$ cat src/hdl/lcdc_map.svh
/*
 * Register map, field positions and arithmetic constants of the display
 * controller. Assumes the includer works in the SFR page given below.
 */
`ifndef LCDC_MAP_SVH
`define LCDC_MAP_SVH

// ****************************************
// register page and offsets
// ****************************************
`define LCDC_PAGE 8'h06
`define LCDC_A_CTL 8'h98
`define LCDC_A_CLK 8'h99
`define LCDC_A_DMA 8'h9A
`define LCDC_A_SRCH 8'h9B
`define LCDC_A_SRCL 8'h9C
`define LCDC_A_CCH 8'h9D
`define LCDC_A_CCL 8'h9E
`define LCDC_A_RMAX 8'h9F
`define LCDC_A_EXTL 8'h96
`define LCDC_A_EXTH 8'h97

// ****************************************
// field positions
// ****************************************
`define LCDC_B_START 5
`define LCDC_B_CDSEL 4
`define LCDC_B_FRST 3
`define LCDC_B_SWAP 2
`define LCDC_B_BUS16 1
`define LCDC_B_CNV 0
`define LCDC_B_HTCPD 5
`define LCDC_B_DONE 4
`define LCDC_B_MODE 3
`define LCDC_B_HTCIE 2
`define LCDC_B_TCIE 1
`define LCDC_B_TRANS 0

// ****************************************
// address and colour arithmetic
// ****************************************
`define LCDC_CHROMA_OFS (16'h0140 * 16'h0010)
`define LCDC_K_RCR 20'sh00167
`define LCDC_K_GCB 20'sh00058
`define LCDC_K_GCR 20'sh000B7
`define LCDC_K_BCB 20'sh001C6
`define LCDC_MID 20'sh00080

`endif

$ cat src/hdl/lcdc_pkg.sv
/*
 * Types shared by the display controller: state enumerations.
 * Assumes nothing of its surroundings.
 */
package lcdc_pkg;

  typedef enum logic [2:0] {
    D_OFF, D_IDLE, D_ISSUE, D_READ, D_CAPT, D_PUSH, D_DRAIN
  } lcdc_dma_state_t;

  typedef enum logic [1:0] {
    T_IDLE, T_LOW, T_HIGH
  } lcdc_tg_state_t;

endpackage : lcdc_pkg

$ cat src/hdl/lcdc_top.sv
/*
 * Parallel LCD controller with its own display DMA engine, colour
 * converter, byte FIFO and write-strobe timing generator.
 * Assumes a synchronous byte RAM that returns data one cycle after its
 * read enable is sampled low, and SFR signals synchronous to core_clk.
 */
`timescale 1ns/10ps
`include "lcdc_map.svh"

module lcdc_top #(
  parameter int FIFO_AW = 3
) (
  input wire logic core_clk,
  input wire logic rst_n,
  input wire logic [7:0] sfr_page,
  input wire logic [7:0] sfr_addr,
  input wire logic sfr_we,
  input wire logic sfr_re,
  input wire logic [7:0] sfr_wdata,
  output logic [7:0] sfr_rdata,
  output logic lcd_irq,
  output logic [15:0] dma_mem_address,
  output logic dma_mem_read_n,
  input wire logic [7:0] dma_mem_read_data,
  output logic fifo_refill_request,
  output logic lcm_chip_select_n,
  output logic lcm_cmd_data_sel,
  output logic lcm_write_n,
  output logic [15:0] lcm_data,
  output logic ext_wr_stb,
  output logic ext_rd_stb,
  output logic ext_wide,
  output logic [15:0] ext_wdata,
  input wire logic [15:0] ext_rdata
);

  localparam int FIFO_DEPTH = 2 ** FIFO_AW;
  localparam logic [FIFO_AW:0] HALF = (FIFO_AW + 1)'(FIFO_DEPTH / 2);

  typedef struct packed {
    logic start_en;
    logic cd_sel;
    logic fifo_rst;
    logic rgb_swap;
    logic bus16;
    logic cconv;
    logic [3:0] hdiv;
    logic [3:0] ldiv;
    logic [1:0] clkdiv;
    logic htcpd;
    logic dpend;
    logic mode;
    logic htc_ie;
    logic tc_ie;
    logic trans;
    logic [15:0] src;
    logic [8:0] ccnt;
    logic [7:0] rmax;
    logic start_prev;
    lcdc_pkg::lcdc_dma_state_t dst;
    logic [1:0] bidx;
    logic [3:0][7:0] tmp;
    logic [8:0] col;
    logic [7:0] row;
    logic [15:0] lin;
    logic [15:0] lrow;
    logic [15:0] crow;
    logic last;
    logic [15:0] maddr;
    logic mrd_n;
    logic [FIFO_DEPTH-1:0][7:0] fmem;
    logic [FIFO_AW-1:0] wp;
    logic [FIFO_AW-1:0] rp;
    logic [FIFO_AW:0] fcnt;
    lcdc_pkg::lcdc_tg_state_t tst;
    logic [3:0] tcnt;
    logic cs_n;
    logic wr_n;
    logic cd;
    logic [15:0] pdata;
    logic req;
    logic irq;
    logic [7:0] rdata;
    logic ext_armed;
    logic ext_rarmed;
    logic [7:0] ext_lo;
    logic [7:0] ext_rlo;
    logic ext_wr;
    logic ext_rd;
    logic ext_w16;
    logic [15:0] ext_wd;
  } lcdc_state_t;

  lcdc_state_t r_reg;
  lcdc_state_t r_next;

  // ****************************************
  // helpers
  // ****************************************
  function automatic logic lcdc_hit(input logic [7:0] pg,
                                    input logic [7:0] ad,
                                    input logic [7:0] tgt);
    lcdc_hit = (pg == `LCDC_PAGE) && (ad == tgt);
  endfunction : lcdc_hit

  function automatic logic [7:0] lcdc_clamp(input logic signed [19:0] v);
    if (v < 20'sh00000) begin
      lcdc_clamp = 8'h00;
    end else if (v[19:16] != 4'h0) begin
      lcdc_clamp = 8'hFF;
    end else begin
      lcdc_clamp = v[15:8];
    end
  endfunction : lcdc_clamp

  // coefficients carry eight fraction bits; rounding error stays below
  // one RGB888 step, which truncation to RGB565 hides anyway
  function automatic logic [15:0] lcdc_ycc565(input logic [7:0] y,
                                              input logic [7:0] cb,
                                              input logic [7:0] cr,
                                              input logic swap);
    logic signed [19:0] yy;
    logic signed [19:0] db;
    logic signed [19:0] dr;
    logic [7:0] r8;
    logic [7:0] g8;
    logic [7:0] b8;
    yy = $signed({4'h0, y, 8'h00});
    db = $signed({12'h000, cb}) - `LCDC_MID;
    dr = $signed({12'h000, cr}) - `LCDC_MID;
    r8 = lcdc_clamp(yy + dr * `LCDC_K_RCR);
    g8 = lcdc_clamp(yy - db * `LCDC_K_GCB - dr * `LCDC_K_GCR);
    b8 = lcdc_clamp(yy + db * `LCDC_K_BCB);
    if (swap) begin
      lcdc_ycc565 = {b8[7:3], g8[7:2], r8[7:3]};
    end else begin
      lcdc_ycc565 = {r8[7:3], g8[7:2], b8[7:3]};
    end
  endfunction : lcdc_ycc565

  // ****************************************
  // next state
  // ****************************************
  always_comb begin
    logic [15:0] ofs;
    logic [15:0] width;
    logic [15:0] p1;
    logic [15:0] p2;
    logic [3:0][7:0] pb;
    logic [FIFO_AW:0] need;
    logic [FIFO_AW:0] npop;
    logic push;
    logic launch;
    ofs = 16'h0000;
    width = 16'h0000;
    p1 = 16'h0000;
    p2 = 16'h0000;
    pb = '0;
    need = '0;
    npop = '0;
    push = 1'b0;
    launch = 1'b0;
    r_next = r_reg;
    r_next.ext_wr = 1'b0;
    r_next.ext_rd = 1'b0;

    // register writes; pending flags clear on a written one
    if (sfr_we && lcdc_hit(sfr_page, sfr_addr, `LCDC_A_CTL)) begin
      r_next.start_en = sfr_wdata[`LCDC_B_START];
      r_next.cd_sel = sfr_wdata[`LCDC_B_CDSEL];
      r_next.fifo_rst = sfr_wdata[`LCDC_B_FRST];
      r_next.rgb_swap = sfr_wdata[`LCDC_B_SWAP];
      r_next.bus16 = sfr_wdata[`LCDC_B_BUS16];
      r_next.cconv = sfr_wdata[`LCDC_B_CNV];
    end
    if (sfr_we && lcdc_hit(sfr_page, sfr_addr, `LCDC_A_CLK)) begin
      r_next.hdiv = sfr_wdata[7:4];
      r_next.ldiv = sfr_wdata[3:0];
    end
    if (sfr_we && lcdc_hit(sfr_page, sfr_addr, `LCDC_A_DMA)) begin
      r_next.clkdiv = sfr_wdata[7:6];
      r_next.htcpd = r_reg.htcpd & ~sfr_wdata[`LCDC_B_HTCPD];
      r_next.dpend = r_reg.dpend & ~sfr_wdata[`LCDC_B_DONE];
      r_next.mode = sfr_wdata[`LCDC_B_MODE];
      r_next.htc_ie = sfr_wdata[`LCDC_B_HTCIE];
      r_next.tc_ie = sfr_wdata[`LCDC_B_TCIE];
    end
    if (sfr_we && lcdc_hit(sfr_page, sfr_addr, `LCDC_A_SRCH)) begin
      r_next.src[15:8] = sfr_wdata;
    end
    if (sfr_we && lcdc_hit(sfr_page, sfr_addr, `LCDC_A_SRCL)) begin
      r_next.src[7:0] = sfr_wdata;
    end
    if (sfr_we && lcdc_hit(sfr_page, sfr_addr, `LCDC_A_CCH)) begin
      r_next.ccnt[8] = sfr_wdata[0];
    end
    if (sfr_we && lcdc_hit(sfr_page, sfr_addr, `LCDC_A_CCL)) begin
      r_next.ccnt[7:0] = sfr_wdata;
    end
    if (sfr_we && lcdc_hit(sfr_page, sfr_addr, `LCDC_A_RMAX)) begin
      r_next.rmax = sfr_wdata;
    end

    // extended bus: each low write is a byte access, a high write after a low one a word
    if (sfr_we && lcdc_hit(sfr_page, sfr_addr, `LCDC_A_EXTL)) begin
      r_next.ext_wr = 1'b1;
      r_next.ext_w16 = 1'b0;
      r_next.ext_wd = {8'h00, sfr_wdata};
      r_next.ext_lo = sfr_wdata;
      r_next.ext_armed = 1'b1;
    end
    if (sfr_we && lcdc_hit(sfr_page, sfr_addr, `LCDC_A_EXTH) &&
        r_reg.ext_armed) begin
      r_next.ext_wr = 1'b1;
      r_next.ext_w16 = 1'b1;
      r_next.ext_wd = {sfr_wdata, r_reg.ext_lo};
      r_next.ext_armed = 1'b0;
    end

    // read data
    r_next.rdata = 8'h00;
    if (sfr_page == `LCDC_PAGE) begin
      case (sfr_addr)
        `LCDC_A_CTL: r_next.rdata = {2'b00, r_reg.start_en, r_reg.cd_sel,
          r_reg.fifo_rst, r_reg.rgb_swap, r_reg.bus16, r_reg.cconv};
        `LCDC_A_CLK: r_next.rdata = {r_reg.hdiv, r_reg.ldiv};
        `LCDC_A_DMA: r_next.rdata = {r_reg.clkdiv, r_reg.htcpd, r_reg.dpend,
          r_reg.mode, r_reg.htc_ie, r_reg.tc_ie, r_reg.trans};
        `LCDC_A_SRCH: r_next.rdata = r_reg.src[15:8];
        `LCDC_A_SRCL: r_next.rdata = r_reg.src[7:0];
        `LCDC_A_CCH: r_next.rdata = {7'h00, r_reg.ccnt[8]};
        `LCDC_A_CCL: r_next.rdata = r_reg.ccnt[7:0];
        `LCDC_A_RMAX: r_next.rdata = r_reg.rmax;
        default: r_next.rdata = 8'h00;
      endcase
    end
    if (sfr_re && lcdc_hit(sfr_page, sfr_addr, `LCDC_A_EXTH)) begin
      r_next.ext_rd = 1'b1;
      r_next.ext_w16 = 1'b1;
      r_next.rdata = ext_rdata[15:8];
      r_next.ext_rlo = ext_rdata[7:0];
      r_next.ext_rarmed = 1'b1;
    end else if (sfr_re && lcdc_hit(sfr_page, sfr_addr, `LCDC_A_EXTL)) begin
      if (r_reg.ext_rarmed) begin
        r_next.rdata = r_reg.ext_rlo;
        r_next.ext_rarmed = 1'b0;
      end else begin
        r_next.ext_rd = 1'b1;
        r_next.ext_w16 = 1'b0;
        r_next.rdata = ext_rdata[7:0];
      end
    end

    // ****************************************
    // display DMA engine
    // ****************************************
    ofs = {7'h00, r_reg.col} + {15'h0000, r_reg.bidx[0]};
    width = {7'h00, r_reg.ccnt} + 16'h0001;
    case (r_reg.dst)
      lcdc_pkg::D_OFF: begin
      end
      lcdc_pkg::D_IDLE: begin
        if (r_reg.last) begin
          r_next.dst = lcdc_pkg::D_DRAIN;
        end else if (r_reg.fcnt <= HALF && !r_reg.fifo_rst) begin
          r_next.dst = lcdc_pkg::D_ISSUE;
        end
      end
      lcdc_pkg::D_ISSUE: begin
        if (r_reg.mode) begin
          // luma pair first, then the shared chroma pair
          r_next.maddr = (r_reg.bidx[1] ? r_reg.crow : r_reg.lrow) + ofs;
        end else begin
          r_next.maddr = r_reg.lin;
        end
        r_next.mrd_n = 1'b0;
        r_next.dst = lcdc_pkg::D_READ;
      end
      lcdc_pkg::D_READ: begin
        r_next.mrd_n = 1'b1;
        r_next.dst = lcdc_pkg::D_CAPT;
      end
      lcdc_pkg::D_CAPT: begin
        r_next.tmp[r_reg.bidx] = dma_mem_read_data;
        r_next.lin = r_reg.lin + 16'h0001;
        r_next.bidx = r_reg.bidx + 2'h1;
        r_next.dst = (r_reg.bidx == 2'h3) ? lcdc_pkg::D_PUSH
                                          : lcdc_pkg::D_ISSUE;
      end
      lcdc_pkg::D_PUSH: begin
        push = 1'b1;
        if ({7'h00, r_reg.col} + 16'h0001 >= {7'h00, r_reg.ccnt}) begin
          r_next.col = 9'h000;
          r_next.lrow = r_reg.lrow + width;
          if (r_reg.row[0]) begin
            r_next.crow = r_reg.crow + width;
          end
          r_next.row = r_reg.row + 8'h01;
          if (r_reg.row == r_reg.rmax) begin
            r_next.last = 1'b1;
          end
        end else begin
          r_next.col = r_reg.col + 9'h002;
        end
        r_next.dst = lcdc_pkg::D_IDLE;
      end
      lcdc_pkg::D_DRAIN: begin
        if (r_reg.fcnt == 0 && r_reg.tst == lcdc_pkg::T_IDLE) begin
          r_next.trans = 1'b1;
          r_next.dpend = 1'b1;
          r_next.dst = lcdc_pkg::D_OFF;
        end
      end
      default: r_next.dst = lcdc_pkg::D_OFF;
    endcase

    // a new rising edge restarts the engine from the programmed values
    if (r_reg.start_en && !r_reg.start_prev) begin
      r_next.trans = 1'b0;
      r_next.col = 9'h000;
      r_next.row = 8'h00;
      r_next.lin = r_reg.src;
      r_next.lrow = r_reg.src;
      r_next.crow = r_reg.src + `LCDC_CHROMA_OFS;
      r_next.bidx = 2'h0;
      r_next.last = 1'b0;
      // a restart during a fetch must not leave the read enable low
      r_next.mrd_n = 1'b1;
      r_next.dst = lcdc_pkg::D_IDLE;
    end
    r_next.start_prev = r_reg.start_en;

    // ****************************************
    // converter or bypass into the FIFO
    // ****************************************
    p1 = lcdc_ycc565(r_reg.tmp[0], r_reg.tmp[2], r_reg.tmp[3],
                     r_reg.rgb_swap);
    p2 = lcdc_ycc565(r_reg.tmp[1], r_reg.tmp[2], r_reg.tmp[3],
                     r_reg.rgb_swap);
    if (r_reg.mode && r_reg.cconv) begin
      pb = {p2[7:0], p2[15:8], p1[7:0], p1[15:8]};
    end else begin
      pb = r_reg.tmp;
    end
    if (push) begin
      for (int i = 0; i < 4; i++) begin
        r_next.fmem[r_reg.wp + FIFO_AW'(i)] = pb[i];
      end
      r_next.wp = r_reg.wp + FIFO_AW'(4);
    end

    // ****************************************
    // write-strobe timing generator
    // ****************************************
    need = r_reg.bus16 ? (FIFO_AW + 1)'(2) : (FIFO_AW + 1)'(1);
    case (r_reg.tst)
      lcdc_pkg::T_IDLE: begin
        launch = (r_reg.fcnt >= need);
      end
      lcdc_pkg::T_LOW: begin
        if (r_reg.tcnt == 4'h0) begin
          r_next.wr_n = 1'b1;
          r_next.tcnt = r_reg.hdiv;
          r_next.tst = lcdc_pkg::T_HIGH;
        end else begin
          r_next.tcnt = r_reg.tcnt - 4'h1;
        end
      end
      lcdc_pkg::T_HIGH: begin
        if (r_reg.tcnt != 4'h0) begin
          r_next.tcnt = r_reg.tcnt - 4'h1;
        end else if (r_reg.fcnt >= need && !r_reg.fifo_rst) begin
          launch = 1'b1;
        end else begin
          r_next.cs_n = 1'b1;
          r_next.tst = lcdc_pkg::T_IDLE;
        end
      end
      default: r_next.tst = lcdc_pkg::T_IDLE;
    endcase
    if (launch && !r_reg.fifo_rst) begin
      npop = need;
      if (r_reg.bus16) begin
        r_next.pdata = {r_reg.fmem[r_reg.rp],
                        r_reg.fmem[r_reg.rp + FIFO_AW'(1)]};
      end else begin
        r_next.pdata = {8'h00, r_reg.fmem[r_reg.rp]};
      end
      r_next.cs_n = 1'b0;
      r_next.wr_n = 1'b0;
      r_next.tcnt = r_reg.ldiv;
      r_next.tst = lcdc_pkg::T_LOW;
    end
    r_next.cd = r_reg.cd_sel;
    r_next.rp = r_reg.rp + FIFO_AW'(npop);
    r_next.fcnt = r_reg.fcnt - npop + (push ? (FIFO_AW + 1)'(4)
                                             : (FIFO_AW + 1)'(0));
    if (r_reg.fifo_rst) begin
      r_next.wp = '0;
      r_next.rp = '0;
      r_next.fcnt = '0;
    end

    r_next.req = (r_reg.dst == lcdc_pkg::D_IDLE) && !r_reg.last &&
                 (r_reg.fcnt <= HALF);
    r_next.irq = (r_next.dpend & r_next.tc_ie) |
                 (r_next.htcpd & r_next.htc_ie);
  end

  always_ff @(posedge core_clk or negedge rst_n) begin
    if (!rst_n) begin
      r_reg <= '0;
      r_reg.trans <= 1'b1;
      r_reg.mrd_n <= 1'b1;
      r_reg.cs_n <= 1'b1;
      r_reg.wr_n <= 1'b1;
    end else begin
      r_reg <= r_next;
    end
  end

  assign sfr_rdata = r_reg.rdata;
  assign lcd_irq = r_reg.irq;
  assign dma_mem_address = r_reg.maddr;
  assign dma_mem_read_n = r_reg.mrd_n;
  assign fifo_refill_request = r_reg.req;
  assign lcm_chip_select_n = r_reg.cs_n;
  assign lcm_cmd_data_sel = r_reg.cd;
  assign lcm_write_n = r_reg.wr_n;
  assign lcm_data = r_reg.pdata;
  assign ext_wr_stb = r_reg.ext_wr;
  assign ext_rd_stb = r_reg.ext_rd;
  assign ext_wide = r_reg.ext_w16;
  assign ext_wdata = r_reg.ext_wd;
endmodule : lcdc_top

$ cat config.mk
export PLATFORM = sky130hd
export DESIGN_NAME = lcdc_top
export DESIGN_NICKNAME = d
export VERILOG_FILES = /design/src/hdl/lcdc_pkg.sv /design/src/hdl/lcdc_top.sv
export VERILOG_INCLUDE_DIRS = /design/src /design/src/hdl
export SDC_FILE = /design/constraint.sdc
export NUM_CORES = 1
export LEC_CHECK = 0
export BUFFER_PORTS_ARGS = -buffer_cell sky130_fd_sc_hd__buf_2
export CAP_MARGIN = 20
export CORE_AREA = 3 3 298 359
export DETAILED_ROUTE_END_ITERATION = 16
export DIE_AREA = 0 0 301 362
export HOLD_SLACK_MARGIN = 0.12
export PLACE_DENSITY = 0.36
export SLEW_MARGIN = 30
export SYNTH_ARGS = -nofsm -noshare
export SYNTH_HDL_FRONTEND = slang
export SYNTH_SLANG_ARGS = --single-unit
export TNS_END_PERCENT = 20
$ cat constraint.sdc
create_clock -name core_clk -period 11.93 [get_ports core_clk]
set_input_delay 1.193 -clock core_clk [delete_from_list [all_inputs] [get_ports core_clk]]
set_output_delay 1.193 -clock core_clk [all_outputs]
set_load 0.05 [all_outputs]
==> results.json <==
{
  "start_kind": "register",
  "die_x_um": 301,
  "port_buffers": 116,
  "grt_pass1_wl_mm": 135,
  "cap_violations": 0,
  "yosysWarnings": 0,
  "htree_levels": 2,
  "fmax_mhz": 115,
  "tritoncts": "done",
  "avgRoutedWirePerCell_um": 20.9,
  "dr.pass1.iters": 7,
  "total_power_mw": 2.86,
  "p_leak_nw": 13.8,
  "die_area_sq_um": 109000,
  "syn_nets": 3209,
  "holdWs_ns": 0.457,
  "post_cts_buffers": 0,
  "critical_path_arrival_ns": 9.12,
  "row_count": 129,
  "synth_top_area_cell": "dfrtp_1",
  "slowest_delay_ns": 0.95,
  "coreArea_sq_um": 103000,
  "crit_top_cell": "fa_1",
  "synth_edf_count": 0,
  "ys_ff_latch": 319,
  "pwr_density_cell_nw_per_um2": 98.3,
  "syn_area_per_cell_sq_um": 9.17,
  "dp_hpwl_mm": 69.3,
  "hp-class": "reg2reg",
  "final_layout_size_suffix_gt1_share_pct": 13.4,
  "path_delay_family": "adder cells",
  "rsz0062_at_grt": "no",
  "cts-buffers-inserted": 42,
  "slew-limit-headroom_pct": 36.1,
  "critical_path.max_fanout": 20,
  "fin_skew_ns": 0.0418,
  "finalInstanceArea_sq_um": 29100,
  "area_growth_pct": 12.4,
  "clock_latency_ns": 0.61,
  "holdBufCountCts": 0,
  "clock_path_buffers": 3,
  "gp_congestion": 0.873,
  "setup_violations": 0,
  "placed_area_sq_um": 27500,
  "yosys.area.top_type_share_pct": 30.5,
  "cts.sinks": 319,
  "grt_max_degree": 73,
  "ios": 117,
  "vias": 20600,
  "worstMarginPinSlew_ns": 0.958,
  "irDropWorstVdd_mv": 0.0953,
  "cts_resized": 0,
  "clock-root-buffer": "clkbuf_16",
  "drc": 0,
  "critPathBufInv": 3,
  "ant_nets": 0,
  "first_global_vias": 21500,
  "nets": 3220,
  "diodes": 0,
  "dp.cells": 4164,
  "postLayoutCoreUtil_pct": 28.2,
  "yosysMostFrequentCell": "dfrtp_1",
  "postSynthCellCount": 2822,
  "required_ns": 12.37,
  "grt_usage_pct": 16.1,
  "fin_crit_sh_pct": 72.7,
  "viasPerCell": 4.86,
  "synth_cell_types": 92,
  "crit_slowest_cell": "dfrtp_1",
  "largest_reg_flops": 252,
  "async_flop_share_pct": 100,
  "synth_common_cells": "dfrtp_1, nand2_1, ha_1",
  "min_period_ns": 8.67,
  "syn_area_sq_um": 25900,
  "die_h_um": 362,
  "antenna_found_initial": 1,
  "clk_pin_slew_ns": 0.06,
  "final.setup.tns_ns": 0,
  "slew_violations": 0,
  "cp-end-kind": "register",
  "synth_area_leaders": "dfrtp_1, ha_1, fa_1",
  "ys.flop_type": "dfrtp_1",
  "drt_iter0_drc": 1092,
  "routed_wl_mm": 88.8,
  "initial_core_util_pct": 25.1,
  "worst-setup-path-type": "reg2reg",
  "fin_cells": 4242,
  "setup_ws_ns": 3.26,
  "grt_overflow_total": 0,
  "hold_viol_final": 0,
  "place_ws_ns": 3.19,
  "status": "finished, final reports clean",
  "ys_seq_area_share_pct": 30.9
}
[final cells by class]
cell class                      count  area [sq um]
Multi-Input combinational cell   2085         16100
Inverter                          247           927
Sequential cell                   319          7990
Fill cell                       11000         74200
Timing Repair Buffer              138           767
Clock buffer                       53          1120
Tap cell                         1375          1720
Clock inverter                     25           413
[power by group]
part	switching, mW	internal (mW)	total, mW
logic	0.164	0.107	0.271
registers	0.0425	1.11	1.15
clock network	0.565	0.872	1.44
[layout by cell type (no fill, tap or decap), drive strengths merged, types with 89 or more instances in the layout]
cell type  count
dfrtp        315
nand2        309
ha           255
inv          247
o21ai        190
nor2         182
a21oi        157
buf          138
xnor2         95
mux2          89
[metal layers]
metal | GRT usage, % | vias up | part of all wire [%]
li1 | - | 9899 | -
met1 | 18.9 | 10300 | 41
met2 | 30.4 | 353 | 52
met3 | 1.72 | 114 | 2.8
met4 | 5.18 | 0 | 3.3
met5 | 0 | - | 0
[final timing paths]
kind / from / to / slack, ns / cells after the start
worst min register to register: r_next[63] / lcm_cmd_data_sel / 0.46 / 0
min in group asynchronous: rst_n / dma_mem_address[0] / 0.53 / 1
worst min-delay path: r_next[63] / lcm_cmd_data_sel / 0.46 / 0
worst max-delay path: r_reg[260] / r_reg[131] / 3.26 / 25
max in group asynchronous: rst_n / lcm_data[13] / 10.09 / 2
worst max register to register: r_reg[260] / r_reg[131] / 3.26 / 25
[worst register-to-register path: stages, from the launching register on]
cell and delay [ns]:
dfrtp_1 0.95, clkinv_1 0.75, ha_1 0.57, xnor2_1 0.23, fa_1 0.47, fa_1 0.50
inv_1 0.06, fa_1 0.48, ha_1 0.32, a21boi_0 0.25, o21ai_0 0.14, a21boi_0 0.25
o21ai_0 0.15, a21oi_1 0.30, nor2_1 0.10, xnor2_1 0.38, fa_1 0.49, inv_1 0.07
ha_1 0.23, nand3_1 0.10, a211oi_1 0.17, o21ai_0 0.17, nor4_1 0.37, a311o_1 0.23
nor3b_1 0.65, a21oi_1 0.14
[logic make-up (layout without fill, tap and decap cells)]
kind of cell / count (synthesis) / after routing / share of synthesized area [%]
muxes: 150 / 150 / 7.83
DFF: 319 / 319 / 30.9
AOI/OAI and AO/OA: 692 / 692 / 17.4
xor gates and xnor gates: 153 / 153 / 5.21
adders and majority gates: 335 / 335 / 18.5
buffers and inverters: 418 / 463 / 6.92
and+or+nand+nor: 755 / 755 / 13.3
Note: power is estimated with default switching activity, not from simulation.
